## src/rtl/mie_cfg.svh

```systemverilog
// Purpose: constants for the instruction execution subset
// Assumes: 8-bit data path, 14-bit program words, 64 file registers
// Notes: opcode codes are local to this block
// Functional notes
// (RL1) literal minus work into work, flags updated
// (RL2) carry is zero when a borrow occurs
// (RL3) rom read at pointer and work, two cycles
// (RL4) upper six rom bits into table high byte
// (RL5) work copied into timer mode register
// (RL6) timer mode copied to work, one cycle
// (RL7) xor with file, d zero to work
// (RL8) xor with file, d one to file
// (RL9) xor literal into work, zero flag only
// (RL10) zero flag on zero result; transfers keep flags
`ifndef MIE_CFG_SVH
`define MIE_CFG_SVH
`define MIE_OP_NONE 3'h0
`define MIE_OP_IMM_MINUS_WORK 3'h1
`define MIE_OP_PROGRAM_ROM_READ 3'h2
`define MIE_OP_WRITE_TIMER_MODE 3'h3
`define MIE_OP_READ_TIMER_MODE 3'h4
`define MIE_OP_XOR_WORK_WITH_FILE 3'h5
`define MIE_OP_XOR_WORK_WITH_LITERAL 3'h6
`define MIE_RST_WORK 8'h00
`define MIE_RST_TIMER_MODE 8'h00
`define MIE_RST_TABLE_HIGH 6'h00
`define MIE_FILE_DEPTH 64
`define MIE_ROM_CYCLES 2
`endif

```

## src/rtl/mie_pkg.sv

```systemverilog
// Purpose: types for the instruction execution subset
// Assumes: constants come from mie_cfg.svh
// Notes: sequencer state and block state record
package mie_pkg;
  typedef enum logic [0:0] {
    MIE_IDLE = 1'b0,
    MIE_ROM_WAIT = 1'b1
  } mie_state_e;
  typedef struct packed {
    mie_state_e state;
    logic [7:0] work;
    logic [7:0] timer_mode;
    logic [5:0] table_high;
    logic zero;
    logic nibble_carry;
    logic carry;
    logic busy;
    logic [10:0] rom_addr;
    logic file_we;
    logic [5:0] file_addr;
    logic [7:0] file_wdata;
  } mie_state_s;
endpackage : mie_pkg

```

## src/rtl/mie_exec.sv

```systemverilog
// Purpose: executes six instructions of an 8-bit core
// Assumes: op and operands are held valid for one cycle while busy is low
// Notes: rom data returns combinationally for the address driven out
// Notes: a file write still in flight is forwarded to a following xor
`timescale 1ns/1ps
`default_nettype none
`include "mie_cfg.svh"
module mie_exec (
  input wire logic clk_sys,
  input wire logic reset_n,
  input wire logic [2:0] op,
  input wire logic [7:0] literal,
  input wire logic [5:0] file_sel,
  input wire logic dest_file,
  input wire logic [2:0] table_page_pointer,
  input wire logic [13:0] rom_data,
  output logic [10:0] rom_addr,
  output logic [7:0] work_register,
  output logic [7:0] timer_mode_register,
  output logic [7:0] table_high_byte,
  output logic zero_flag,
  output logic nibble_carry_flag,
  output logic carry_flag,
  output logic busy,
  output logic file_we,
  output logic [5:0] file_addr,
  output logic [7:0] file_wdata
);
  mie_pkg::mie_state_s cur; // registered state
  mie_pkg::mie_state_s next_cur; // next state
  logic [7:0] file_rdata; // addressed file value
  logic [8:0] diff; // literal minus work with carry
  logic [4:0] ndiff; // low nibble difference
  logic [7:0] xres; // xor result
  logic [7:0] file_val; // file value with pending write forwarded

  // zero test shared by every result that sets the zero flag
  function automatic logic zero_of(input logic [7:0] value);
    zero_of = (value == 8'h00);
  endfunction : zero_of

  // file registers, written one cycle after the instruction
  mie_file_regs u_file (
    .clk_sys(clk_sys),
    .reset_n(reset_n),
    .we(cur.file_we),
    .waddr(cur.file_addr),
    .wdata(cur.file_wdata),
    .raddr(file_sel),
    .rdata(file_rdata)
  );

  // next state logic
  always_comb begin
    next_cur = cur;
    next_cur.file_we = 1'b0;
    diff = {1'b0, literal} + {1'b0, ~cur.work} + 9'h001;
    ndiff = {1'b0, literal[3:0]} + {1'b0, ~cur.work[3:0]} + 5'h01;
    xres = 8'h00;
    // storage lags the write pulse by one edge, so a pending write wins
    if (cur.file_we && (cur.file_addr == file_sel)) begin
      file_val = cur.file_wdata; // back to back xor on one index [RL8]
    end else begin
      file_val = file_rdata;
    end

    case (cur.state)
      mie_pkg::MIE_IDLE: begin
        case (op)
          `MIE_OP_IMM_MINUS_WORK: begin
            next_cur.work = diff[7:0]; // [RL1]
            next_cur.carry = diff[8]; // no borrow gives one [RL2]
            next_cur.nibble_carry = ndiff[4]; // [RL1]
            next_cur.zero = zero_of(diff[7:0]); // [RL10]
          end
          `MIE_OP_PROGRAM_ROM_READ: begin
            next_cur.rom_addr = {table_page_pointer, cur.work}; // [RL3]
            next_cur.busy = 1'b1;
            next_cur.state = mie_pkg::MIE_ROM_WAIT;
          end
          `MIE_OP_WRITE_TIMER_MODE: begin
            next_cur.timer_mode = cur.work; // [RL5]
          end
          `MIE_OP_READ_TIMER_MODE: begin
            next_cur.work = cur.timer_mode; // flags untouched [RL6]
          end
          `MIE_OP_XOR_WORK_WITH_FILE: begin
            xres = cur.work ^ file_val;
            next_cur.zero = zero_of(xres); // [RL7]
            if (dest_file) begin
              next_cur.file_we = 1'b1; // [RL8]
              next_cur.file_addr = file_sel;
              next_cur.file_wdata = xres;
            end else begin
              next_cur.work = xres; // [RL7]
            end
          end
          `MIE_OP_XOR_WORK_WITH_LITERAL: begin
            xres = cur.work ^ literal;
            next_cur.work = xres; // [RL9]
            next_cur.zero = zero_of(xres); // [RL10]
          end
          default: begin
            next_cur.busy = 1'b0; // no operation
          end
        endcase
      end
      mie_pkg::MIE_ROM_WAIT: begin
        next_cur.work = rom_data[7:0]; // [RL3]
        next_cur.table_high = rom_data[13:8]; // [RL4]
        next_cur.busy = 1'b0;
        next_cur.state = mie_pkg::MIE_IDLE;
      end
      default: begin
        next_cur.state = mie_pkg::MIE_IDLE;
      end
    endcase
  end

  // state register
  always_ff @(posedge clk_sys or negedge reset_n) begin
    if (!reset_n) begin
      cur <= '{state: mie_pkg::MIE_IDLE, work: `MIE_RST_WORK,
        timer_mode: `MIE_RST_TIMER_MODE, table_high: `MIE_RST_TABLE_HIGH,
        zero: 1'b0, nibble_carry: 1'b0, carry: 1'b0, busy: 1'b0,
        rom_addr: 11'h000, file_we: 1'b0, file_addr: 6'h00, file_wdata: 8'h00};
    end else begin
      cur <= next_cur;
    end
  end

  // outputs straight from state
  assign rom_addr = cur.rom_addr;
  assign work_register = cur.work;
  assign timer_mode_register = cur.timer_mode;
  assign table_high_byte = {2'b00, cur.table_high};
  assign zero_flag = cur.zero;
  assign nibble_carry_flag = cur.nibble_carry;
  assign carry_flag = cur.carry;
  assign busy = cur.busy;
  assign file_we = cur.file_we;
  assign file_addr = cur.file_addr;
  assign file_wdata = cur.file_wdata;

  // subtract result and borrow
  sub_result_a: assert property (@(posedge clk_sys) disable iff (!reset_n) // [RL2]
    (cur.state == mie_pkg::MIE_IDLE && op == `MIE_OP_IMM_MINUS_WORK) |=>
    (work_register == 8'($past(literal) - $past(cur.work))) &&
    (carry_flag == ($past(literal) >= $past(cur.work))))
    else $error("subtract result or carry wrong");

  // subtract nibble carry and zero flag
  sub_flags_a: assert property (@(posedge clk_sys) disable iff (!reset_n) // [RL1]
    (cur.state == mie_pkg::MIE_IDLE && op == `MIE_OP_IMM_MINUS_WORK) |=>
    (nibble_carry_flag == (($past(literal) & 8'h0f) >= ($past(cur.work) & 8'h0f))) &&
    (zero_flag == (work_register == 8'h00)))
    else $error("subtract nibble carry or zero wrong");

  // rom read takes two cycles at page and work
  rom_two_cycle_a: assert property (@(posedge clk_sys) disable iff (!reset_n) // [RL3]
    (cur.state == mie_pkg::MIE_IDLE && op == `MIE_OP_PROGRAM_ROM_READ) |=>
    (busy && (rom_addr == {$past(table_page_pointer), $past(cur.work)})) ##1
    (!busy && (work_register == 8'($past(rom_data)))))
    else $error("rom read timing or data wrong");

  // upper six rom bits land in table high byte
  rom_high_a: assert property (@(posedge clk_sys) disable iff (!reset_n) // [RL4]
    (cur.state == mie_pkg::MIE_ROM_WAIT) |=>
    (table_high_byte == {2'b00, 6'($past(rom_data) >> 8)}))
    else $error("table high byte wrong");

  // rom read keeps flags
  rom_flags_a: assert property (@(posedge clk_sys) disable iff (!reset_n) // [RL10]
    (cur.state == mie_pkg::MIE_ROM_WAIT) |=> $stable({zero_flag, carry_flag,
    nibble_carry_flag}))
    else $error("rom read changed flags");

  // ops offered while busy are ignored
  busy_ignore_a: assert property (@(posedge clk_sys) disable iff (!reset_n) // [RL3]
    (cur.state == mie_pkg::MIE_ROM_WAIT) |=>
    !busy && !file_we && $stable(timer_mode_register))
    else $error("op taken while busy");

  // timer mode write
  timer_write_a: assert property (@(posedge clk_sys) disable iff (!reset_n) // [RL5]
    (cur.state == mie_pkg::MIE_IDLE && op == `MIE_OP_WRITE_TIMER_MODE) |=>
    (timer_mode_register == $past(cur.work)) && $stable(work_register) &&
    $stable({zero_flag, carry_flag, nibble_carry_flag}))
    else $error("timer mode write wrong");

  // timer mode read
  timer_read_a: assert property (@(posedge clk_sys) disable iff (!reset_n) // [RL6]
    (cur.state == mie_pkg::MIE_IDLE && op == `MIE_OP_READ_TIMER_MODE) |=>
    (work_register == $past(cur.timer_mode)) &&
    $stable({zero_flag, carry_flag, nibble_carry_flag}))
    else $error("timer mode read wrong");

  // xor to file destination
  xor_file_a: assert property (@(posedge clk_sys) disable iff (!reset_n) // [RL8]
    (cur.state == mie_pkg::MIE_IDLE && op == `MIE_OP_XOR_WORK_WITH_FILE && dest_file)
    |=> file_we && $stable(work_register) && (file_addr == $past(file_sel)) &&
    (file_wdata == ($past(cur.work) ^ $past(file_val))))
    else $error("xor file write missing");

  // back to back xor into one index sees the pending write
  xor_forward_a: assert property (@(posedge clk_sys) disable iff (!reset_n) // [RL8]
    (cur.state == mie_pkg::MIE_IDLE && op == `MIE_OP_XOR_WORK_WITH_FILE && dest_file &&
    file_we && (file_addr == file_sel)) |=>
    (file_wdata == ($past(cur.work) ^ $past(file_wdata))))
    else $error("xor file forward wrong");

  // xor to work destination
  xor_work_a: assert property (@(posedge clk_sys) disable iff (!reset_n) // [RL7]
    (cur.state == mie_pkg::MIE_IDLE && op == `MIE_OP_XOR_WORK_WITH_FILE && !dest_file)
    |=> !file_we && (work_register == ($past(cur.work) ^ $past(file_val))) &&
    $stable({carry_flag, nibble_carry_flag}))
    else $error("xor work destination wrong");

  // xor literal and zero flag
  xor_lit_a: assert property (@(posedge clk_sys) disable iff (!reset_n) // [RL9]
    (cur.state == mie_pkg::MIE_IDLE && op == `MIE_OP_XOR_WORK_WITH_LITERAL) |=>
    (work_register == ($past(cur.work) ^ $past(literal))) &&
    (zero_flag == (work_register == 8'h00)) && $stable({carry_flag, nibble_carry_flag}))
    else $error("xor literal wrong");
endmodule : mie_exec
`default_nettype wire

```

## src/rtl/mie_file_regs.sv

```systemverilog
// Purpose: 64 file registers held in flip-flops
// Assumes: one write port, one combinational read port
// Notes: registered write, read has no latency
`timescale 1ns/1ps
`default_nettype none
`include "mie_cfg.svh"
module mie_file_regs (
  input wire logic clk_sys,
  input wire logic reset_n,
  input wire logic we,
  input wire logic [5:0] waddr,
  input wire logic [7:0] wdata,
  input wire logic [5:0] raddr,
  output logic [7:0] rdata
);
  logic [7:0] mem [0:`MIE_FILE_DEPTH-1]; // file storage
  // storage write, cleared at reset
  always_ff @(posedge clk_sys or negedge reset_n) begin
    if (!reset_n) begin
      for (int i = 0; i < `MIE_FILE_DEPTH; i++) begin
        mem[i] <= 8'h00;
      end
    end else if (we) begin
      mem[waddr] <= wdata;
    end
  end
  // combinational read
  assign rdata = mem[raddr];
endmodule : mie_file_regs
`default_nettype wire

```

## config.mk

```make
export PLATFORM = sky130hd
export DESIGN_NAME = mie_exec
export DESIGN_NICKNAME = d
export VERILOG_FILES = /design/src/rtl/mie_pkg.sv /design/src/rtl/mie_exec.sv /design/src/rtl/mie_file_regs.sv
export VERILOG_INCLUDE_DIRS = /design/src /design/src/rtl
export SDC_FILE = /design/constraint.sdc
export NUM_CORES = 1
export LEC_CHECK = 0
export BUFFER_PORTS_ARGS = -buffer_cell sky130_fd_sc_hd__buf_2
export CAP_MARGIN = 20
export CELL_PAD_IN_SITES_DETAIL_PLACEMENT = 1
export CELL_PAD_IN_SITES_GLOBAL_PLACEMENT = 1
export CORE_MARGIN = 10
export CORE_UTILIZATION = 37
export DETAILED_ROUTE_END_ITERATION = 6
export PLACE_DENSITY_LB_ADDON = 0.1
export SLEW_MARGIN = 20
export SYNTH_ARGS = -nofsm -noshare
export SYNTH_HDL_FRONTEND = slang
export SYNTH_SLANG_ARGS = --single-unit
```

## constraint.sdc

```tcl
create_clock -name clk_sys -period 2.7 [get_ports clk_sys]
set_clock_uncertainty 0.05 [all_clocks]
set_input_delay 0.54 -clock clk_sys [delete_from_list [all_inputs] [get_ports clk_sys]]
set_output_delay 0.54 -clock clk_sys [all_outputs]
set_load 0.03 [all_outputs]
```

# Word-level counts from Yosys, hierarchy flattened
# Index checks and enable logic that the tools add are counted.
[totals]
ff_bits = 565
latchBits = 0
mem_bits_rw = 0
rom_bits = 0
inputBits = 37
out_inout_bits = 54
mem_count = 0
[op_classes]
addsub = 4
mul = 0
div_mod_pow = 0
n_lt_le_gt_ge = 3
eq_ne = 10
shift = 0
n_mux = 17
bitwise = 7
n_reduce_logical = 13
[op_table]
columns = ["op", "n"]
rows = [
  ["512-bit bitwise mux", 1],
  ["8-bit binary-select mux with 6-bit select", 1],
  ["8-bit demux with 6-bit select", 1],
  ["15-bit 2-to-1 mux", 3],
  ["8-bit 2-to-1 mux", 5],
  ["8-bit one-hot mux with 4 select lines", 1],
  ["8-bit zero test", 3],
  ["9-bit one-hot mux with 2 select lines", 1],
  ["8-bit bitwise XOR", 2],
  ["7-bit greater-or-equal comparator, second input constant", 2],
  ["6-bit NOT with 7-bit output", 2],
  ["2-bit AND reduction", 5],
  ["8-bit by 8-bit adder with 9-bit output", 1],
  ["9-bit by 1-bit adder with 9-bit output, second input constant", 1],
  ["3-bit equality test, second input constant", 3],
  ["8-bit NOT", 1],
  ["7-bit by 1-bit < comparator with 1-bit output, second input constant", 1],
  ["3-bit by 2-bit equality test with 1-bit output, second input constant", 2],
  ["6-bit equality test", 1],
  ["4-bit by 4-bit adder with 5-bit output", 1],
  ["5-bit by 1-bit adder with 5-bit output, second input constant", 1],
  ["5-bit by 1-bit != test with 1-bit output, second input constant", 1],
  ["5-bit OR reduction", 1],
  ["4-bit NOT", 1],
  ["other kinds (10)", 12],
]

# Depth between registers and ports, before layout
# Gate-level depths: netlist of the first run.
[depth]
word_depth = 9
depth_mapped = 14

# Modules after synthesis
# A second synthesis of the first run with hierarchy kept.
[hier_totals]
hier_cells = 1860
hier_area_um2 = 26973.4
[modules_own_cells]
columns = ["module", "n_inst", "cells_per_inst", "area_each_um2"]
rows = [
  ["mie_file_regs", 1, 1499, 23596.4],
  ["mie_exec", 1, 361, 3377.0],
]

# Worst setup path before layout of the first run
# Ideal clock, no wire load.
[synth_path]
path_type = "input to register"
start = "input file_sel[0]"
end = "register cur (netlist bit work_register[5])"
arrival_time_ns = 2.536
setup_slack_ns = -0.007
cell_stages = 10
path_cell_list = "buf_6 > buf_4 > mux4_2 > a22oi_1 > a21oi_1 > o32a_1 > mux2i_1 > xnor2_1 > o221ai_1 > a22o_1"
[synth_between]
elab_chain_cells = 9
word_cells_on_any_way = 11
cone_classes = "1 x eq/ne; 7 x mux; 2 x bitwise; 1 x reduce/logical"
[synth_lines]
columns = ["item", "line_no", "text"]
rows = [
  ["start: declaration", "mie_exec.sv:13", "input wire logic [5:0] file_sel,"],
  ["6-bit NOT with 7-bit output (not written as such)", "mie_file_regs.sv:28", "assign rdata = mem[raddr];"],
  ["8-bit binary-select mux with 6-bit select", "mie_file_regs.sv:28", ""],
  ["8-bit 2-to-1 mux (not written as such) (2 in a row)", "mie_file_regs.sv:28", ""],
  ["8-bit 2-to-1 mux *", "mie_exec.sv:61", "if (cur.file_we && (cur.file_addr == file_sel)) begin"],
  ["8-bit bitwise XOR *", "mie_exec.sv:88", "xres = cur.work ^ file_val;"],
  ["8-bit 2-to-1 mux *", "mie_exec.sv:90", "if (dest_file) begin"],
  ["8-bit one-hot mux with 4 select lines *", "mie_exec.sv:69", "case (op)"],
  ["9-bit one-hot mux with 2 select lines *", "mie_exec.sv:67", "case (cur.state)"],
  ["end signal: assignment", "mie_exec.sv:123", "cur <= '{state: mie_pkg::MIE_IDLE, work: `MIE_RST_WORK,"],
  ["end signal: assignment", "mie_exec.sv:128", "cur <= next_cur;"],
  ["end: declaration", "mie_exec.sv:29", "mie_pkg::mie_state_s cur;"],
]
# Mark *: on every way between the ends. The rest lies on a longest branch, timed or not. The select of a mux whose other input is x is not followed.
# A chain may end at the register's enable or synchronous reset.

# Worst setup path after layout of the first run
[layout_path]
start = "input file_sel[2]"
end = "register cur (netlist bit work_register[1])"
# Same word-level chain as after synthesis.

==> summary.md, run 1 <==
| Metric | Value |
|---|---|
| CTS Buffer Depth | 3 |
| Count of cell types in the netlist | 73 |
| Mapped Area | 0.0270 mm^2 |
| Worst slack, placed | -0.997 ns |
| Clock Latency Late Sink | 0.62 ns |
| Final total power | 24.7 mW |
| Fraction of layout cells with a size suffix above 1 | 0.525 |
| Number of enable flip-flop cells after synthesis | 0 |
| Die height | 290 um |
| VDD IR max | 0.000466 V |
| Post-synth top flop | dfrtp_1 |
| Maximum clock rate | 366 MHz |
| Critical Path End Type | register |
| Worst setup margin | -0.0341 ns |
| Mux cell area share after synthesis | 0.337 |
| Via-to-Cell Ratio | 5.44 |
| Hpwl dp | 60.9 mm |
| I/O Buffers | 88 |
| Final setup fails | 1 |
| Syn_area_per_cell | 14.0 um^2 |
| Final hold vios | 0 |
| CP delay by family, top | compound AO/OA/AOI/OAI gates |
| Kind of critical path | primary input to register |
| Share of the synthesized area in the top cell type | 0.523 |
| Vias | 17.4k |
| Commonest cells in the netlist | 565 x dfrtp_1, 535 x mux2_2, 103 x mux4_2, 95 x nand2_1, 89 x clkbuf_1 |
| Largest family of logic cells by synthesized area | multiplexers |
| Most frequent CP cell | buf_4 |
| Die area | 0.0843 mm^2 |
| Post-Synth XOR/XNOR Area | 0.00616 |
| Failing checks | negative setup slack |
| CTS Buf Count | 69 |
| Slew @ Worst Pin | 0.833 ns |
| Minimum hold slack | 0.123 ns |
| Initial antenna violation count | 0 |
| CTS H-tree depth | 3 |
| Min-delay worst type | primary input to register |
| Fin. max-slew vios | 0 |
| First-pass GRT wire length | 132 mm |
| Syn. warnings | 0 |
| DRC | 0 |
| Ys async rst share | 1.00 |
| Slew HR | 0.444 |
| Clk root buf | clkbuf_16 |
| Fin cells | 3,207 |
| Fin crit period | 2.73 ns |
| Layout area overhead | 21.5% |
| Adder-Cell Fraction of Synth Area | 0.00444 |
| Initial Utilization | 0.372 |
| Num ports | 91 |
| Largest net degree at the start of global routing | 86 |
| Vias in the first global route | 19.4k |
| Dpl cells | 3,081 |
| Startpoint Class | primary input |
| Post-Synthesis Cells | 1,933 |
| FP Rows | 99 |
| Average wire per standard cell | 27.1 um |
| Area share of and/or/nand/nor cells after synthesis | 0.0473 |
| Final Util | 0.452 |
| Maxcap violations | 0 |
| Power per Cell Area | 752 mW/mm^2 |
| Tcrit/Tclk final | 1.01 |
| Die extent in x | 290 um |
| CTS Sinks | 565 |
| Synth Area in Compound Gates | 0.0404 |
| Seq cells post-synth | 565 |
| CTS tree | done |
| Setup TNS Final | -0.0341 ns |
| Unrepaired setup endpoints after global routing | true |
| Crit path required time | 3.14 ns |
| Slowest stage delay, CP | 0.60 ns |
| Antenna Nets Post-Route | 0 |
| GRT overflow | 0 |
| Fillers | 7,274 |
| Buffers & Inverters on Critical Path | 4 |
| CP Max Fanout | 6 |
| Final #Nets | 2,241 |
| CORE AREA | 0.0727 mm^2 |
| CP Cell Sequence | buf_2 > buf_4 > nand2_1 > a2111oi_2 > nor4_1 > o211ai_1 > buf_4 > a41oi_2 > xnor2_1 > buf_4 > a211o_1 > o21ai_1 > o21ai_1 |
| TritonRoute pass-1 iters | 4 |
| DRT iter0 DRCs | 893 |
| Final WL | 86.8 mm |
| RePlAce Congestion | 0.839 |
| Most frequent cell after synthesis | dfrtp_1 |
| Worst-path clk slew | 0.06 ns |
| Area after DPL | 0.0302 mm^2 |
| Seq/Total Area, Yosys | 0.523 |
| Worst path slowest cell | a2111oi_2 |
| Yosys top cell by area | dfrtp_1 |
| Data arrival, critical path | 3.17 ns |
| Status | finished with violations |
| Final Instance Area | 0.0328 mm^2 |
| Aggregate global-route resource usage | 0.204 |
| Pleak | 15.9 nW |
| Largest cells by area after synthesis | dfrtp_1 52%, mux2_2 22%, mux4_2 8.6% |
[layout by cell type, fill, tap and decap left out, types with 13 or more instances in the layout]
cell / n
dfrtp_1: 556
mux2_2: 535
buf_4: 253
mux4_2: 103
nand2_1: 94
buf_2: 85
clkbuf_16: 71
nor2_1: 69
mux2i_1: 56
a21oi_1: 27
o21ai_0: 26
buf_12: 26
inv_1: 25
a22oi_1: 19
clkbuf_1: 15
clkbuf_8: 15
nand3_1: 14
nand2b_1: 13
[kinds of logic (layout without fill, tap and decap cells)]
kind of cell	Yosys count	count (layout)
AOI/OAI and AO/OA	154	154
xor gates and xnor gates	19	19
adders and majority gates	9	9
buffers and inverters	209	522
DFF	565	565
muxes	705	705
other	1	3
and+or+nand+nor	271	271
[routing by layer]
metal / track usage / up-vias / routed length (um)
met2: 0.339 / 278 / 42400
met5: 0 / - / 0
met4: 0.0587 / 0 / 1940
met1: 0.273 / 9449 / 39300
met3: 0.0320 / 105 / 3170
li1: - / 7615 / -
[where the power goes]
| group | internal (mW) | switching (mW) |
|---|---|---|
| combinational | 1.86 | 3.31 |
| sequential | 9.17 | 0.648 |
| clock | 5.96 | 3.74 |
| total | 17.0 | 7.70 |
[registers in the layout, summed over array words and instances (netlist names), 6 cells and up]
signal	cells
file_addr	6
work_register	8
file_wdata	8
table_high_byte	6
u_file.mem	512
rom_addr	11
timer_mode_register	8
[area by class of cell]
class                      instances  area (um^2)  area share
sequential                       565        14100       0.431
multi-input combinational       1160        12000       0.366
timing repair buffer             372         3000      0.0913
clock buffer                     100         2010      0.0613
tap                              959         1200      0.0365
clock inverter                    23          352      0.0107
inverter                          27          101     0.00309
antenna                            1         2.50   0.0000762
[repair_timing]
item                                    in CTS  in global routing
pin swaps                                    4                  8
endpoints found under the setup margin      10                  9
cloned                                       1                  0
hold buffers                                 1                  0
buffers inserted                             0                  1
endpoints found under the hold margin       35                  0
gates resized for setup                     22                 31
[worst paths after layout]
kind	slack, ns	end	start	cells after the start
max in group asynchronous	1.28	u_file.mem[62]$_DFFE_PN0P_	reset_n	3
max	-0.03	work_register[1]$_DFFE_PN0P_	file_sel[2]	13
min reg2reg	0.45	u_file.mem[308]$_DFFE_PN0P_	u_file.mem[308]$_DFFE_PN0P_	1
min in group asynchronous	0.42	u_file.mem[403]$_DFFE_PN0P_	reset_n	2
min	0.12	table_high_byte[0]$_DFFE_PN0P_	rom_data[8]	2
max reg2reg	-0.03	work_register[1]$_DFFE_PN0P_	u_file.mem[129]$_DFFE_PN0P_	11
(Power assumes the default switching activity.)
==> run 2: changes to the inputs <==
Settings changed: CORE_UTILIZATION 37 to 40, MAX_ROUTING_LAYER set to met4, SETUP_SLACK_MARGIN set to 0.02.
==> run 2 against run 1 <==
  * The run now ends clean
  * Die area shrank 7.0%
  * Register-to-register slack gained 0.06 ns
  * Clock power decreased by 2.3%
  * Maximum frequency up 2.2%
  * Largest cell class unchanged
==> summary.md, run 2 (synthesized netlist as in run 1, its figures left out) <==
| Metric | Value |
|---|---|
| Largest register FFs | 512 (unchanged) |
| DRC | 0 (unchanged) |
| CTS Buffer Depth | 3 (unchanged) |
| Vias | 17.4k (about the same) |
| DRT iter0 DRCs | 1,066 (was 893) |
| Kind of critical path | register to register (was primary input to register) |
| Hold Path End | table_high_byte[5]$_DFFE_PN0P_ (was table_high_byte[0]$_DFFE_PN0P_) |
| VDD IR max | 0.000380 V (was 0.000466 V) |
| Setup TNS Final | 0 ns (was -0.0341 ns) |
| Final WL | 85.2 mm (was 86.8 mm) |
| Clk root buf | clkbuf_16 (unchanged) |
| Worst R2R Start | u_file.mem[413]$_DFFE_PN0P_ (was u_file.mem[129]$_DFFE_PN0P_) |
| Final hold vios | 0 (unchanged) |
| Initial antenna violation count | 0 (unchanged) |
| Antenna Nets Post-Route | 0 (unchanged) |
| Largest net degree at the start of global routing | 78 (was 86) |
| Data arrival, critical path | 3.12 ns (was 3.17 ns) |
| Fin crit period | 2.68 ns (was 2.73 ns) |
| Average wire per standard cell | 27.3 um (was 27.1 um) |
| Met1 WL | 39.6 mm (was 39.3 mm) |
| Vias in the first global route | 18.9k (was 19.4k) |
| Critical Path End Type | register (unchanged) |
| CTS H-tree depth | 3 (unchanged) |
| Initial Utilization | 0.403 (was 0.372) |
| Met2 WL | 41.0 mm (was 42.4 mm) |
| Die extent in x | 280 um (was 290 um) |
| Hold Startpoint | rom_data[13] (was rom_data[8]) |
| Hold path cells | 2 (unchanged) |
| Die height | 280 um (was 290 um) |
| RePlAce Congestion | 0.882 (was 0.839) |
| Power per Cell Area | 747 mW/mm^2 (was 752 mW/mm^2) |
| Min-delay worst type | primary input to register (unchanged) |
| Uppermost layer routed | met4 (unchanged) |
| Startpoint Class | register (was primary input) |
| Aggregate global-route resource usage | 0.224 (was 0.204) |
| Slowest stage delay, CP | 0.50 ns (was 0.60 ns) |
| Commonest non-fill, non-tap cells in the layout | 557 x dfrtp_1, 535 x mux2_2, 249 x buf_4 (was 556 x dfrtp_1, 535 x mux2_2, 253 x buf_4) |
| Tcrit/Tclk final | 0.991 (was 1.01) |
| Hpwl dp | 58.9 mm (was 60.9 mm) |
| Num ports | 91 (unchanged) |
| CP Max Fanout | 2 (was 6) |
| Met3 WL | 2.46 mm (was 3.17 mm) |
| Minimum hold slack | 0.105 ns (was 0.123 ns) |
| Status | completed (was finished with violations) |
| TritonRoute pass-1 iters | 4 (unchanged) |
| Maximum clock rate | 374 MHz (was 366 MHz) |
| R2R depth | 9 (was 11) |
| Largest reg by FF count | u_file.mem (unchanged) |
| Worst path slowest cell | mux4_2 (was a2111oi_2) |
| Final Util | 0.489 (was 0.452) |
| Fin. max-slew vios | 0 (unchanged) |
| Slew HR | 0.529 (was 0.444) |
| FP Rows | 95 (was 99) |
| Via-to-Cell Ratio | 5.59 (was 5.44) |
| Unrepaired setup endpoints after global routing | true (unchanged) |
| Dpl cells | 2,981 (was 3,081) |
| Final setup fails | 0 (was 1) |
| Worst setup margin | 0.0248 ns (was -0.0341 ns) |
| Crit path required time | 3.15 ns (was 3.14 ns) |
| Maxcap violations | 0 (unchanged) |
| CP Cell Sequence | mux4_2 > a22oi_2 > buf_4 > a21oi_2 > o32a_1 > mux2i_2 > xnor2_2 > o221ai_2 > a22o_1 (was buf_2 > buf_4 > nand2_1 > a2111oi_2 > nor4_1 > o211ai_1 > buf_4 > a41oi_2 > xnor2_1 > buf_4 > a211o_1 > o21ai_1 > o21ai_1) |
| GRT overflow | 0 (unchanged) |
| I/O Buffers | 88 (unchanged) |
| Die area | 0.0784 mm^2 (was 0.0843 mm^2) |
| Fraction of layout cells with a size suffix above 1 | 0.532 (was 0.525) |
| First-pass GRT wire length | 128 mm (was 132 mm) |
| Flop2flop setup slack | 0.02 ns (was -0.03 ns) |
| Pleak | 15.9 nW (about the same) |
| Final #Nets | 2,240 (was 2,241) |
| Layout area overhead | 21.4% (was 21.5%) |
| Slew @ Worst Pin | 0.707 ns (was 0.833 ns) |
| R2R Path End | work_register[5]$_DFFE_PN0P_ (was work_register[1]$_DFFE_PN0P_) |
| Worst slack, placed | -0.934 ns (was -0.997 ns) |
| Clock Latency Late Sink | 0.62 ns (about the same) |
| Fin cells | 3,120 (was 3,207) |
| CTS Buf Count | 66 (was 69) |
| CORE AREA | 0.0670 mm^2 (was 0.0727 mm^2) |
| Worst-path clk slew | 0.06 ns (about the same) |
| Inserted Diodes | 0 (was 1) |
| CTS Sinks | 565 (unchanged) |
| Commonest non-fill, non-tap cell in the layout | dfrtp_1 (unchanged) |
| CTS tree | done (unchanged) |
[run 2: worst max-delay path: cells and delay by family, from the launching register on]
kind,cells,cell delay (ns)
DFF,1,0.40
buffers and inverters,1,0.17
muxes,2,0.75
AOI/OAI and AO/OA,5,1.00
xor gates and xnor gates,1,0.17
[run 2: worst max path at each step]
stage / startpoint / end / slack [ns] / depth (start not counted)
3_3_place_gp: file_sel[0] / work_register[1]$_DFFE_PN0P_ / -0.94 / 14
4_1_cts: file_sel[1] / work_register[1]$_DFFE_PN0P_ / 0.008 / 13
2_1_floorplan: file_sel[0] / work_register[4]$_DFFE_PN0P_ / 0.01 / 10
3_5_place_dp: file_sel[0] / work_register[1]$_DFFE_PN0P_ / -0.93 / 14
5_1_grt: u_file.mem[413]$_DFFE_PN0P_ / zero_flag$_DFFE_PN0P_ / -0.07 / 10
6_report: u_file.mem[413]$_DFFE_PN0P_ / work_register[5]$_DFFE_PN0P_ / 0.02 / 9
[run 2: area by class of cell]
cell class	instances	area [um^2]
fill	6654	34200
timing repair buffer	374	3050
clock inverter	29	412
sequential	565	14100
tap	873	1090
clock buffer	92	1870
multi-input combinational	1160	12100
inverter	27	101
[run 2: report_power, final]
| part | switching (mW) | internal (mW) | total [mW] |
|---|---|---|---|
| logic | 3.26 | 1.88 | 5.15 |
| clock network | 3.75 | 5.73 | 9.48 |
| registers | 0.717 | 9.17 | 9.88 |
| total | 7.73 | 16.8 | 24.5 |
[run 2: metrics by stage]
step	instance area, um^2	power [mW]
floorplan	27100	13.1
global placement	29900	14.9
detailed placement	29900	15.0
CTS	32500	24.7
global route	32800	25.6
finish	32800	24.5
[run 2: what timing repair did]
action / CTS / global route
pin swaps: 10 / 16
endpoints found under the hold margin: 43 / 0
gates resized for setup: 43 / 51
buffers inserted: 3 / 13
endpoints found under the setup margin: 15 / 11
hold buffers: 1 / 0
cloned: 1 / 0
[run 2: per-layer routing]
layer | track usage | vias up
li1 | - | 7574
met1 | 0.299 | 9435
met3 | 0.0275 | 132
met2 | 0.355 | 294
met4 | 0.0651 | 0
met5 | - | -
